--- config.mk ---
export PLATFORM = sky130hd
export DESIGN_NAME = fault_supervisor
export DESIGN_NICKNAME = d
export VERILOG_FILES = /design/src/shared/fault_supervisor_pkg.sv /design/src/rtl/fault_supervisor.sv /design/src/rtl/qual_timer.sv
export SDC_FILE = /design/constraint.sdc
export NUM_CORES = 1
export LEC_CHECK = 0
export BUFFER_PORTS_ARGS = -buffer_cell sky130_fd_sc_hd__buf_2
export CORE_MARGIN = 1
export CORE_UTILIZATION = 35
export DETAILED_ROUTE_END_ITERATION = 8
export PLACE_DENSITY_LB_ADDON = 0.08
export SLEW_MARGIN = 20
export SYNTH_ARGS = -nofsm -noshare
export SYNTH_HDL_FRONTEND = slang
export SYNTH_HIERARCHICAL = 1
export SYNTH_SLANG_ARGS = --single-unit
export TNS_END_PERCENT = 20
--- constraint.sdc ---
create_clock -name core_clk_in -period 2.7 [get_ports core_clk_in]
set_clock_uncertainty 0.15 [all_clocks]
set_input_delay 0.135 -clock core_clk_in [delete_from_list [all_inputs] [get_ports core_clk_in]]
set_output_delay 0.135 -clock core_clk_in [all_outputs]
set_load 0.02 [all_outputs]
--- src/shared/fault_supervisor_pkg.sv ---
// Purpose: Constants shared by the power fault supervisor
// Assumes: 40 MHz core clock, comparator verdicts arrive asynchronously
package fault_supervisor_pkg;
  localparam int unsigned CLK_HZ = 40_000_000;
  localparam int unsigned QUAL_TIME_MS = 100;
  localparam int unsigned QUAL_CYCLES = CLK_HZ / 1000 * QUAL_TIME_MS;
  localparam int unsigned NUM_CH = 5;
  localparam int unsigned NUM_QUAL = 11;
  localparam logic [4:0] CH_ALL_OFF = 5'h1f;
  localparam logic [4:0] CH_NONE = 5'h00;
endpackage : fault_supervisor_pkg

--- src/rtl/fault_supervisor.sv ---
// Purpose: Latches converter faults and commands switch-off and shutdown
// Assumes: Comparator verdicts are asynchronous levels, high when true
// Notes: Overload run starts at a switching cycle pulse once soft-start is done and ends on any clock without the verdict
module fault_supervisor #(
  parameter int unsigned QUAL_CYCLES = fault_supervisor_pkg::QUAL_CYCLES
) (
  input wire logic core_clk_in,
  input wire logic reset_n_in,
  input wire logic master_enable_pin_in,
  input wire logic internal_supply_por_in,
  input wire logic sys_rail_uv_in,
  input wire logic sys_rail_ok_in,
  input wire logic supply_monitor_ov_in,
  input wire logic supply_monitor_uv_in,
  input wire logic ch1_uv1_in,
  input wire logic ch1_uv2_in,
  input wire logic ch1_ov_in,
  input wire logic ch2_ov_in,
  input wire logic [4:0] soft_start_done_in,
  input wire logic ch1_precharge_done_in,
  input wire logic [4:0] current_limit_in,
  input wire logic [4:0] feedback_uv_in,
  input wire logic [3:0] overload_in,
  input wire logic [4:0] switch_cycle_in,
  output logic [4:0] switches_off_out,
  output logic [4:0] channel_latched_out,
  output logic supply_ov_active_out,
  output logic pmu_shutdown_out
);
  // Two stage synchronisers for all analog verdicts
  localparam int unsigned NSYNC = 35;
  logic [NSYNC-1:0] raw;
  logic [NSYNC-1:0] sync1_reg;
  logic [NSYNC-1:0] sync2_reg;
  assign raw = {master_enable_pin_in, internal_supply_por_in,
    sys_rail_uv_in, sys_rail_ok_in, supply_monitor_ov_in,
    supply_monitor_uv_in, ch1_uv1_in, ch1_uv2_in, ch1_ov_in, ch2_ov_in,
    soft_start_done_in, ch1_precharge_done_in, current_limit_in,
    feedback_uv_in, overload_in, switch_cycle_in};
  always_ff @(posedge core_clk_in or negedge reset_n_in) begin
    if (!reset_n_in) begin
      sync1_reg <= '0;
      sync2_reg <= '0;
    end else begin
      sync1_reg <= raw;
      sync2_reg <= sync1_reg;
    end
  end

  logic en_s;
  logic por_s;
  logic sys_uv_s;
  logic sys_ok_s;
  logic mon_ov_s;
  logic mon_uv_s;
  logic uv1_s;
  logic uv2_s;
  logic ov1_s;
  logic ov2_s;
  logic [4:0] ss_s;
  logic pre_s;
  logic [4:0] cl_s;
  logic [4:0] fbuv_s;
  logic [3:0] ol_s;
  logic [4:0] cyc_s;
  assign {en_s, por_s, sys_uv_s, sys_ok_s, mon_ov_s, mon_uv_s, uv1_s,
    uv2_s, ov1_s, ov2_s, ss_s, pre_s, cl_s, fbuv_s, ol_s, cyc_s} = sync2_reg;

  // Clear of the channel, qualified and supply undervoltage latches; takes priority since the fault source is gone
  logic clear_all;
  assign clear_all = por_s | !en_s;

  // Overload persistence per switching cycle: a run starts at a cycle pulse
  // with the verdict once soft-start is done; any clock without the verdict breaks the run
  logic [3:0] ol_run_reg;
  logic [3:0] ol_run_next;
  logic [4:0] cyc_d_reg;
  logic [4:0] cyc_edge;
  assign cyc_edge = cyc_s & ~cyc_d_reg;
  always_comb begin
    for (int i = 0; i < 4; i++) begin
      if (!ol_s[i]) begin
        ol_run_next[i] = 1'b0;
      end else if (cyc_edge[i] && ss_s[i]) begin
        ol_run_next[i] = 1'b1;
      end else begin
        ol_run_next[i] = ol_run_reg[i];
      end
    end
  end

  // Qualified conditions
  logic [10:0] qcond;
  logic [10:0] qexp;
  assign qcond[0] = mon_ov_s;
  assign qcond[1] = uv1_s & ss_s[0];
  assign qcond[2] = ol_run_reg[0];
  assign qcond[3] = ol_run_reg[1];
  assign qcond[4] = ol_run_reg[2];
  assign qcond[5] = ol_run_reg[3];
  assign qcond[6] = cl_s[0];
  assign qcond[7] = cl_s[1];
  assign qcond[8] = cl_s[2];
  assign qcond[9] = cl_s[3];
  assign qcond[10] = cl_s[4];

  genvar g;
  generate
    for (g = 0; g < fault_supervisor_pkg::NUM_QUAL; g++) begin : gen_q
      qual_timer #(.CYCLES(QUAL_CYCLES)) u_qual (
        .core_clk_in(core_clk_in),
        .reset_n_in(reset_n_in),
        .cond_in(qcond[g]),
        .expired_out(qexp[g])
      );
    end
  endgenerate

  // Immediate latched channel faults
  logic [4:0] inst_fault;
  assign inst_fault[0] = (uv2_s & pre_s) | ov1_s;
  assign inst_fault[1] = (fbuv_s[1] & ss_s[1]) | ov2_s;
  assign inst_fault[2] = fbuv_s[2] & ss_s[2];
  assign inst_fault[3] = fbuv_s[3] & ss_s[3];
  assign inst_fault[4] = fbuv_s[4] & ss_s[4];

  logic [4:0] latch_reg;
  logic [4:0] latch_next;
  logic [4:0] off_reg;
  logic [4:0] off_next;
  logic sys_sd_reg;
  logic sys_sd_next;
  logic qual_sd_reg;
  logic qual_sd_next;
  logic sd_reg;
  logic sd_next;
  logic ovact_reg;
  logic ovact_next;
  // Supply undervoltage latches like the channel faults
  logic supply_uv_reg;
  logic supply_uv_next;

  always_comb begin
    latch_next = latch_reg | inst_fault;
    latch_next[0] = latch_next[0] | qexp[1];
    qual_sd_next = qual_sd_reg | (|qexp[10:1]);
    supply_uv_next = supply_uv_reg | mon_uv_s;
    if (clear_all) begin
      latch_next = fault_supervisor_pkg::CH_NONE;
      qual_sd_next = 1'b0;
      supply_uv_next = 1'b0;
    end
    // Rail undervoltage holds until enable low or rail recovered
    sys_sd_next = sys_sd_reg;
    if (sys_uv_s) begin
      sys_sd_next = 1'b1;
    end else if (!en_s || sys_ok_s) begin
      sys_sd_next = 1'b0;
    end
    // Cycle limits release by themselves on the next cycle
    off_next = latch_next | cl_s;
    if (mon_uv_s || supply_uv_next) begin
      off_next = fault_supervisor_pkg::CH_ALL_OFF;
    end
    ovact_next = mon_ov_s;
    sd_next = sys_sd_next | qual_sd_next | (|latch_next) | mon_uv_s
      | supply_uv_next | qexp[0];
    if (sys_sd_next || sd_next) begin
      off_next = fault_supervisor_pkg::CH_ALL_OFF;
    end
  end

  always_ff @(posedge core_clk_in or negedge reset_n_in) begin
    if (!reset_n_in) begin
      ol_run_reg <= 4'h0;
      cyc_d_reg <= 5'h00;
      latch_reg <= 5'h00;
      off_reg <= 5'h00;
      sys_sd_reg <= 1'b0;
      qual_sd_reg <= 1'b0;
      sd_reg <= 1'b0;
      ovact_reg <= 1'b0;
      supply_uv_reg <= 1'b0;
    end else begin
      ol_run_reg <= ol_run_next;
      cyc_d_reg <= cyc_s;
      latch_reg <= latch_next;
      off_reg <= off_next;
      sys_sd_reg <= sys_sd_next;
      qual_sd_reg <= qual_sd_next;
      sd_reg <= sd_next;
      ovact_reg <= ovact_next;
      supply_uv_reg <= supply_uv_next;
    end
  end

  assign switches_off_out = off_reg;
  assign channel_latched_out = latch_reg;
  assign supply_ov_active_out = ovact_reg;
  assign pmu_shutdown_out = sd_reg;

  sys_uv_shut_a: assert property (@(posedge core_clk_in)
    disable iff (!reset_n_in) sys_uv_s |=> pmu_shutdown_out)
    else $error("Rail undervoltage did not shut down");
  latch_clear_a: assert property (@(posedge core_clk_in)
    disable iff (!reset_n_in) clear_all |=> latch_reg == 5'h00)
    else $error("Latch not cleared");
  ch2_ss_mask_a: assert property (@(posedge core_clk_in)
    disable iff (!reset_n_in)
    (!ss_s[1] && !ov2_s && !latch_reg[1] && !clear_all) |=>
    !latch_reg[1])
    else $error("Ch2 latched during soft-start");
  fb_uv_latch_a: assert property (@(posedge core_clk_in)
    disable iff (!reset_n_in)
    (fbuv_s[4] && ss_s[4] && !clear_all) |=> latch_reg[4])
    else $error("Ch5 undervoltage not latched");
  latch_hold_a: assert property (@(posedge core_clk_in)
    disable iff (!reset_n_in)
    (latch_reg[2] && !clear_all) |=> latch_reg[2])
    else $error("Ch3 latch dropped");
  cl_off_a: assert property (@(posedge core_clk_in)
    disable iff (!reset_n_in) cl_s[3] |=> switches_off_out[3])
    else $error("Ch4 limit did not switch off");
  ol_break_a: assert property (@(posedge core_clk_in)
    disable iff (!reset_n_in) !ol_s[0] |=> !ol_run_reg[0])
    else $error("Overload run not broken");
  supply_uv_a: assert property (@(posedge core_clk_in)
    disable iff (!reset_n_in)
    mon_uv_s |=> (switches_off_out == 5'h1f) && pmu_shutdown_out)
    else $error("Supply undervoltage not acted on");
  supply_uv_hold_a: assert property (@(posedge core_clk_in)
    disable iff (!reset_n_in)
    (supply_uv_reg && !clear_all) |=> pmu_shutdown_out)
    else $error("Supply undervoltage latch dropped");
  ch1_uv2_a: assert property (@(posedge core_clk_in)
    disable iff (!reset_n_in)
    (uv2_s && pre_s && !clear_all) |=> latch_reg[0])
    else $error("Ch1 undervoltage two not latched");
endmodule : fault_supervisor

--- src/rtl/qual_timer.sv ---
// Purpose: Qualifies a condition held continuously for a given time
// Assumes: Condition is synchronous to the clock
// Notes: Counter restarts on any drop of the condition
module qual_timer #(
  parameter int unsigned CYCLES = 4_000_000
) (
  input wire logic core_clk_in,
  input wire logic reset_n_in,
  input wire logic cond_in,
  output logic expired_out
);
  logic [31:0] count_reg;
  logic [31:0] count_next;
  logic expired_reg;
  logic expired_next;

  always_comb begin
    count_next = 32'h0;
    expired_next = 1'b0;
    if (cond_in) begin
      if (count_reg >= CYCLES - 1) begin
        count_next = count_reg;
        expired_next = 1'b1;
      end else begin
        count_next = count_reg + 32'h1;
      end
    end
  end

  always_ff @(posedge core_clk_in or negedge reset_n_in) begin
    if (!reset_n_in) begin
      count_reg <= 32'h0;
      expired_reg <= 1'b0;
    end else begin
      count_reg <= count_next;
      expired_reg <= expired_next;
    end
  end

  assign expired_out = expired_reg;

  qual_restart_a: assert property (@(posedge core_clk_in)
    disable iff (!reset_n_in) !cond_in |=> !expired_reg)
    else $error("Qualify timer did not restart");
endmodule : qual_timer

# After elaboration in Yosys (flattened, before gate mapping)
# Cells that the tools add are included.
[totals]
reg_bits = 456
latchBits = 0
mem_bits_rw = 0
rom_bits = 0
elab_cells = 163
memories = 0
[classes]
n_addsub = 11
multipliers = 0
div_mod_pow = 0
n_lt_le_gt_ge = 11
eq_ne = 15
n_shift = 0
mux = 59
bitwise_logic = 21
n_reduce_logical = 10
[ops]
columns = ["cell", "count"]
rows = [
  ["$mux W32", 22],
  ["$add A32 B1 Y32 const B", 11],
  ["$ge A32 B22 Y1 const B", 11],
  ["$mux W1", 34],
  ["$ne A2 B2 Y1 const B", 11],
  ["$mux W5", 3],
  ["$or A1 B1 Y1", 11],
  ["$or A5 B5 Y5", 2],
  ["$reduce_or A10 Y1", 1],
  ["$ne A2 B1 Y1 const B", 4],
  ["$and A1 B1 Y1", 6],
  ["$reduce_or A5 Y1", 1],
  ["$and A4 B4 Y4", 1],
  ["$logic_and A1 B1 Y1", 4],
  ["$not A4 Y4", 1],
  ["$logic_or A1 B1 Y1", 3],
  ["$logic_not A1 Y1", 1],
]

# Depth between registers and ports, before layout
[depth]
depth_word = 12
ltp_mapped = 8
ltp_nobuf = 6

# Modules after synthesis
# Netlist, hierarchy kept.
[modules_own_cells]
columns = ["module", "n_inst", "cells_each", "area_per_inst_um2", "seq_area_each_um2"]
rows = [
  ["qual_timer", 11, 155, 1616.6, 825.8],
  ["fault_supervisor", 1, 133, 2532.4, 2227.1],
]

# Worst setup path after synthesis
# No wires, ideal clock.
[synth_path]
kind = "register to register"
startpoint = "register gen_q[0].u_qual.count_reg[23]"
endpoint = "register gen_q[0].u_qual.count_reg[10]"
setup_ps = 119
arrival_time_ps = 2065
required_time_ps = 2431
path_slack_ps = 367
stages_incl_launch_ff = 7
path_buffers = 1
period_less_slack_ps = 2333
cell_sequence = "dfrtp_1 -> or4_4 -> a2111oi_4 -> o211ai_2 -> buf_6 -> o31a_1 -> o21a_1"
[synth_between]
elab_chain_cells = 2
[synth_lines]
columns = ["element", "line", "rtl"]
rows = [
  ["start, declared", "qual_timer.sv:12", "logic [31:0] count_reg;"],
  ["start signal, assigned", "qual_timer.sv:35", "count_reg <= count_next;"],
  ["$ge A32 B22 Y1", "qual_timer.sv:21", "if (count_reg >= CYCLES - 1) begin"],
  ["$ne A2 B2 Y1 (no line)", "--", ""],
]
# No other way between the ends.
# A chain may end at the register's enable or synchronous reset.

# Worst setup path in the final report
[layout_path]
startpoint = "register gen_q[9].u_qual.count_reg[23]"
endpoint = "register gen_q[9].u_qual.count_reg[9]"
[layout_between]
elab_chain_cells = 2
[layout_lines]
columns = ["element", "line"]
rows = [
  ["start, declared", "qual_timer.sv:12"],
  ["start signal, assigned", "qual_timer.sv:35"],
  ["$ge A32 B22 Y1", "qual_timer.sv:21"],
  ["$ne A2 B2 Y1 (no line)", "--"],
]
# No other way between the ends.

==> results.yml <==
timing:
  whs_ns: 0.0421
  setup_ws_ns: 0.0692
  slew_headroom_pct: 48.2
  drv_slew: 0
  rsz0062_at_grt: "true"
  final_hold_viol_count: 0
  fmax_ghz: 0.380
  period_needed_ns: 2.63
  setup_viol: 0
  timing.final.crit_share_pct: 97.4
  worstMarginPinSlew_ns: 0.769
worst_hold_path:
  whs_endpoint: "sync1_reg[32]"
  min_path_type: "primary input to flop"
  min-delay-start: "sys_rail_uv_in"
  hold_path_depth: 2
floorplan:
  dieArea_sq_um: 59000
  die_y_microns: 243
  std_cell_rows: 87
  top_level_ports: 49
  die_w_microns: 243
  core_sq_um: 56800
  initial_core_util_pct: 35.8
yosys:
  syn_area_per_cell_sq_um: 11.1
  synth_warnings: 6
  async_flop_share_pct: 100
  synth.net_count: 1886
  syn_inst: 1838
  synth-edff-count: 0
  yosysUniqueCellTypes: 48
  synth_seq_area_share_pct: 55.7
  synth_area_sq_um: 20300
  synthFlopType: "dfrtp_1"
  ys_seq_elements: 452
clocking:
  path_clk_slew_ns: 0.06
  clk_latency_ns: 0.60
  numCtsBuffers: 53
  clockBufferDepth: 3
  root_buffer: "clkbuf_16"
  clock_sinks: 452
  cts_tree: "done"
  htree_num_levels: 2
grt:
  grt_pass1_wl_microns: 74600
  antenna_found_initial: 0
  grt_max_degree: 76
  gr-usage-all-layers_pct: 15.0
  grt.overflow.total: 0
  grt_pass1_vias: 14862
run:
  maxCapViolCount: 0
route:
  drcViolationCount: 0
  dr.pass1.iters: 5
  viasPerCell: 5.17
  drtIter0Drc: 686
  post_drt_wl_per_cell_microns: 15.1
  ant_nets: 0
  vias: 14768
  drt-total-wl_microns: 43300
critical_path:
  r2r_setup_slack_ns: 0.07
  criticalPathCategory: "flop to flop"
  reg2reg_to: "gen_q[9].u_qual/count_reg[9]"
  worst_ep_arrival_time_ns: 2.96
  start_kind: "flop"
  worst_ep_required_time_ns: 3.03
  r2r-start: "gen_q[9].u_qual/count_reg[23]"
  path_max_fanout: 9
  ff2ff_path_depth: 7
  end_kind: "flop"
cells_and_area:
  drive_gt1_share_pct: 17.8
  fin_util_pct: 43.4
  diodes: 0
  area_growth_pct: 21.3
  fillCellCount: 5408
  design_area_sq_um: 24600
  largest_register_ff_count: 352
  nets: 2109
placement:
  gp_congestion: 0.796
  pre_cts_ws_ns: 0.0407
  hpwlAfterDp_microns: 28500
  dpl_cell_area_sq_um: 22100
  portBuffers: 46
pwr:
  total_power_mw: 14.7
  p_leak_nw: 10.1
  power-per-cell-area_nw_per_um2: 597
  peakVddDrop_uv: 429
outcome:
  outcome: "completed"
## power by group
part | switching, mW | leakage (nW) | internal [mW]
sequential | 0.0655 | 6.10 | 6.87
clock | 2.84 | 0.901 | 4.46
combinational | 0.305 | 3.15 | 0.164
## what timing repair did
action                     CTS  global route
hold buffers                54             0
buffers inserted             0             2
setup endpoints to repair    2            79
hold endpoints to repair   485             0
resized for setup            2            13
pin swaps                    0            10
## placed cells by master, fill, tap and decap left out, types with 54 or more instances in the layout
cell type	n
or3_1	99
dfrtp_1	452
buf_4	128
clkbuf_16	54
and2_1	111
o31ai_1	55
or4_1	66
nand2_1	122
nand4_1	55
a21oi_1	146
nor2_1	84
nand3_1	71
## layer usage
layer	vias up	global-route usage, %	wire [microns]	part of all wire (%)
li1	7305	-	-	-
met1	7252	21.1	21500	50
met2	137	23.8	19600	45
met3	74	2.78	1310	3.0
met4	0	3.87	900	2.1
met5	-	0	0	0
## synthesized netlist by cell type, drive strengths merged, types with 55 or more instances
library cell	n	area, sq um
a21oi	146	731
nor4	58	528
dfrtp	452	11300
o21ai	88	440
nand4	55	344
nand2	122	458
nor2	85	322
or4	77	619
or3	99	619
nand3	71	355
o31ai	55	413
and2	122	777
## kinds of logic after synthesis
kind of cell,after synthesis,synth area share (%)
simple gates,811,24.1
flops,452,55.7
compound gates,398,13.5
buf+inv,89,2.53
xor+xnor,44,1.90
mux,33,1.63
fa+ha+maj,11,0.677
## how the worst max path moves through the flow
stage | endpoint | from | slack (ns)
after floorplan | gen_q[0].u_qual/count_reg[10] | gen_q[0].u_qual/count_reg[23] | 0.37
after global placement | gen_q[3].u_qual/count_reg[4] | gen_q[3].u_qual/count_reg[14] | 0.06
after detailed placement | gen_q[5].u_qual/count_reg[3] | gen_q[5].u_qual/count_reg[14] | 0.04
after CTS | gen_q[3].u_qual/count_reg[3] | gen_q[3].u_qual/count_reg[14] | 0.002
after global routing | gen_q[9].u_qual/count_reg[9] | gen_q[9].u_qual/count_reg[23] | -0.04
final | gen_q[9].u_qual/count_reg[9] | gen_q[9].u_qual/count_reg[23] | 0.07
## critical path: stages, from the launching register on
cell	delay, ns
dfrtp_1	0.39
or4_4	0.55
a2111oi_4	0.45
buf_4	0.20
o211ai_1	0.13
buf_4	0.19
or3_1	0.34
a21oi_1	0.14
## area by class of cell
type,instances,area (sq um),area share [%]
clock buffers,78,1630,6.62
clock inverters,19,199,0.807
inverters,23,86.3,0.350
multi-input cells,1297,8590,34.9
flip-flops and latches,452,11300,45.9
well taps,756,946,3.84
repair buffers,234,1870,7.59
## through the flow
step | instances | TNS [ns]
final | 2859 | 0
after global routing | 2859 | -0.162
after CTS | 2857 | 0
after detailed placement | 2706 | 0
after global placement | 2706 | 0
after floorplan | 1838 | 0
(Power assumes the default switching activity.)
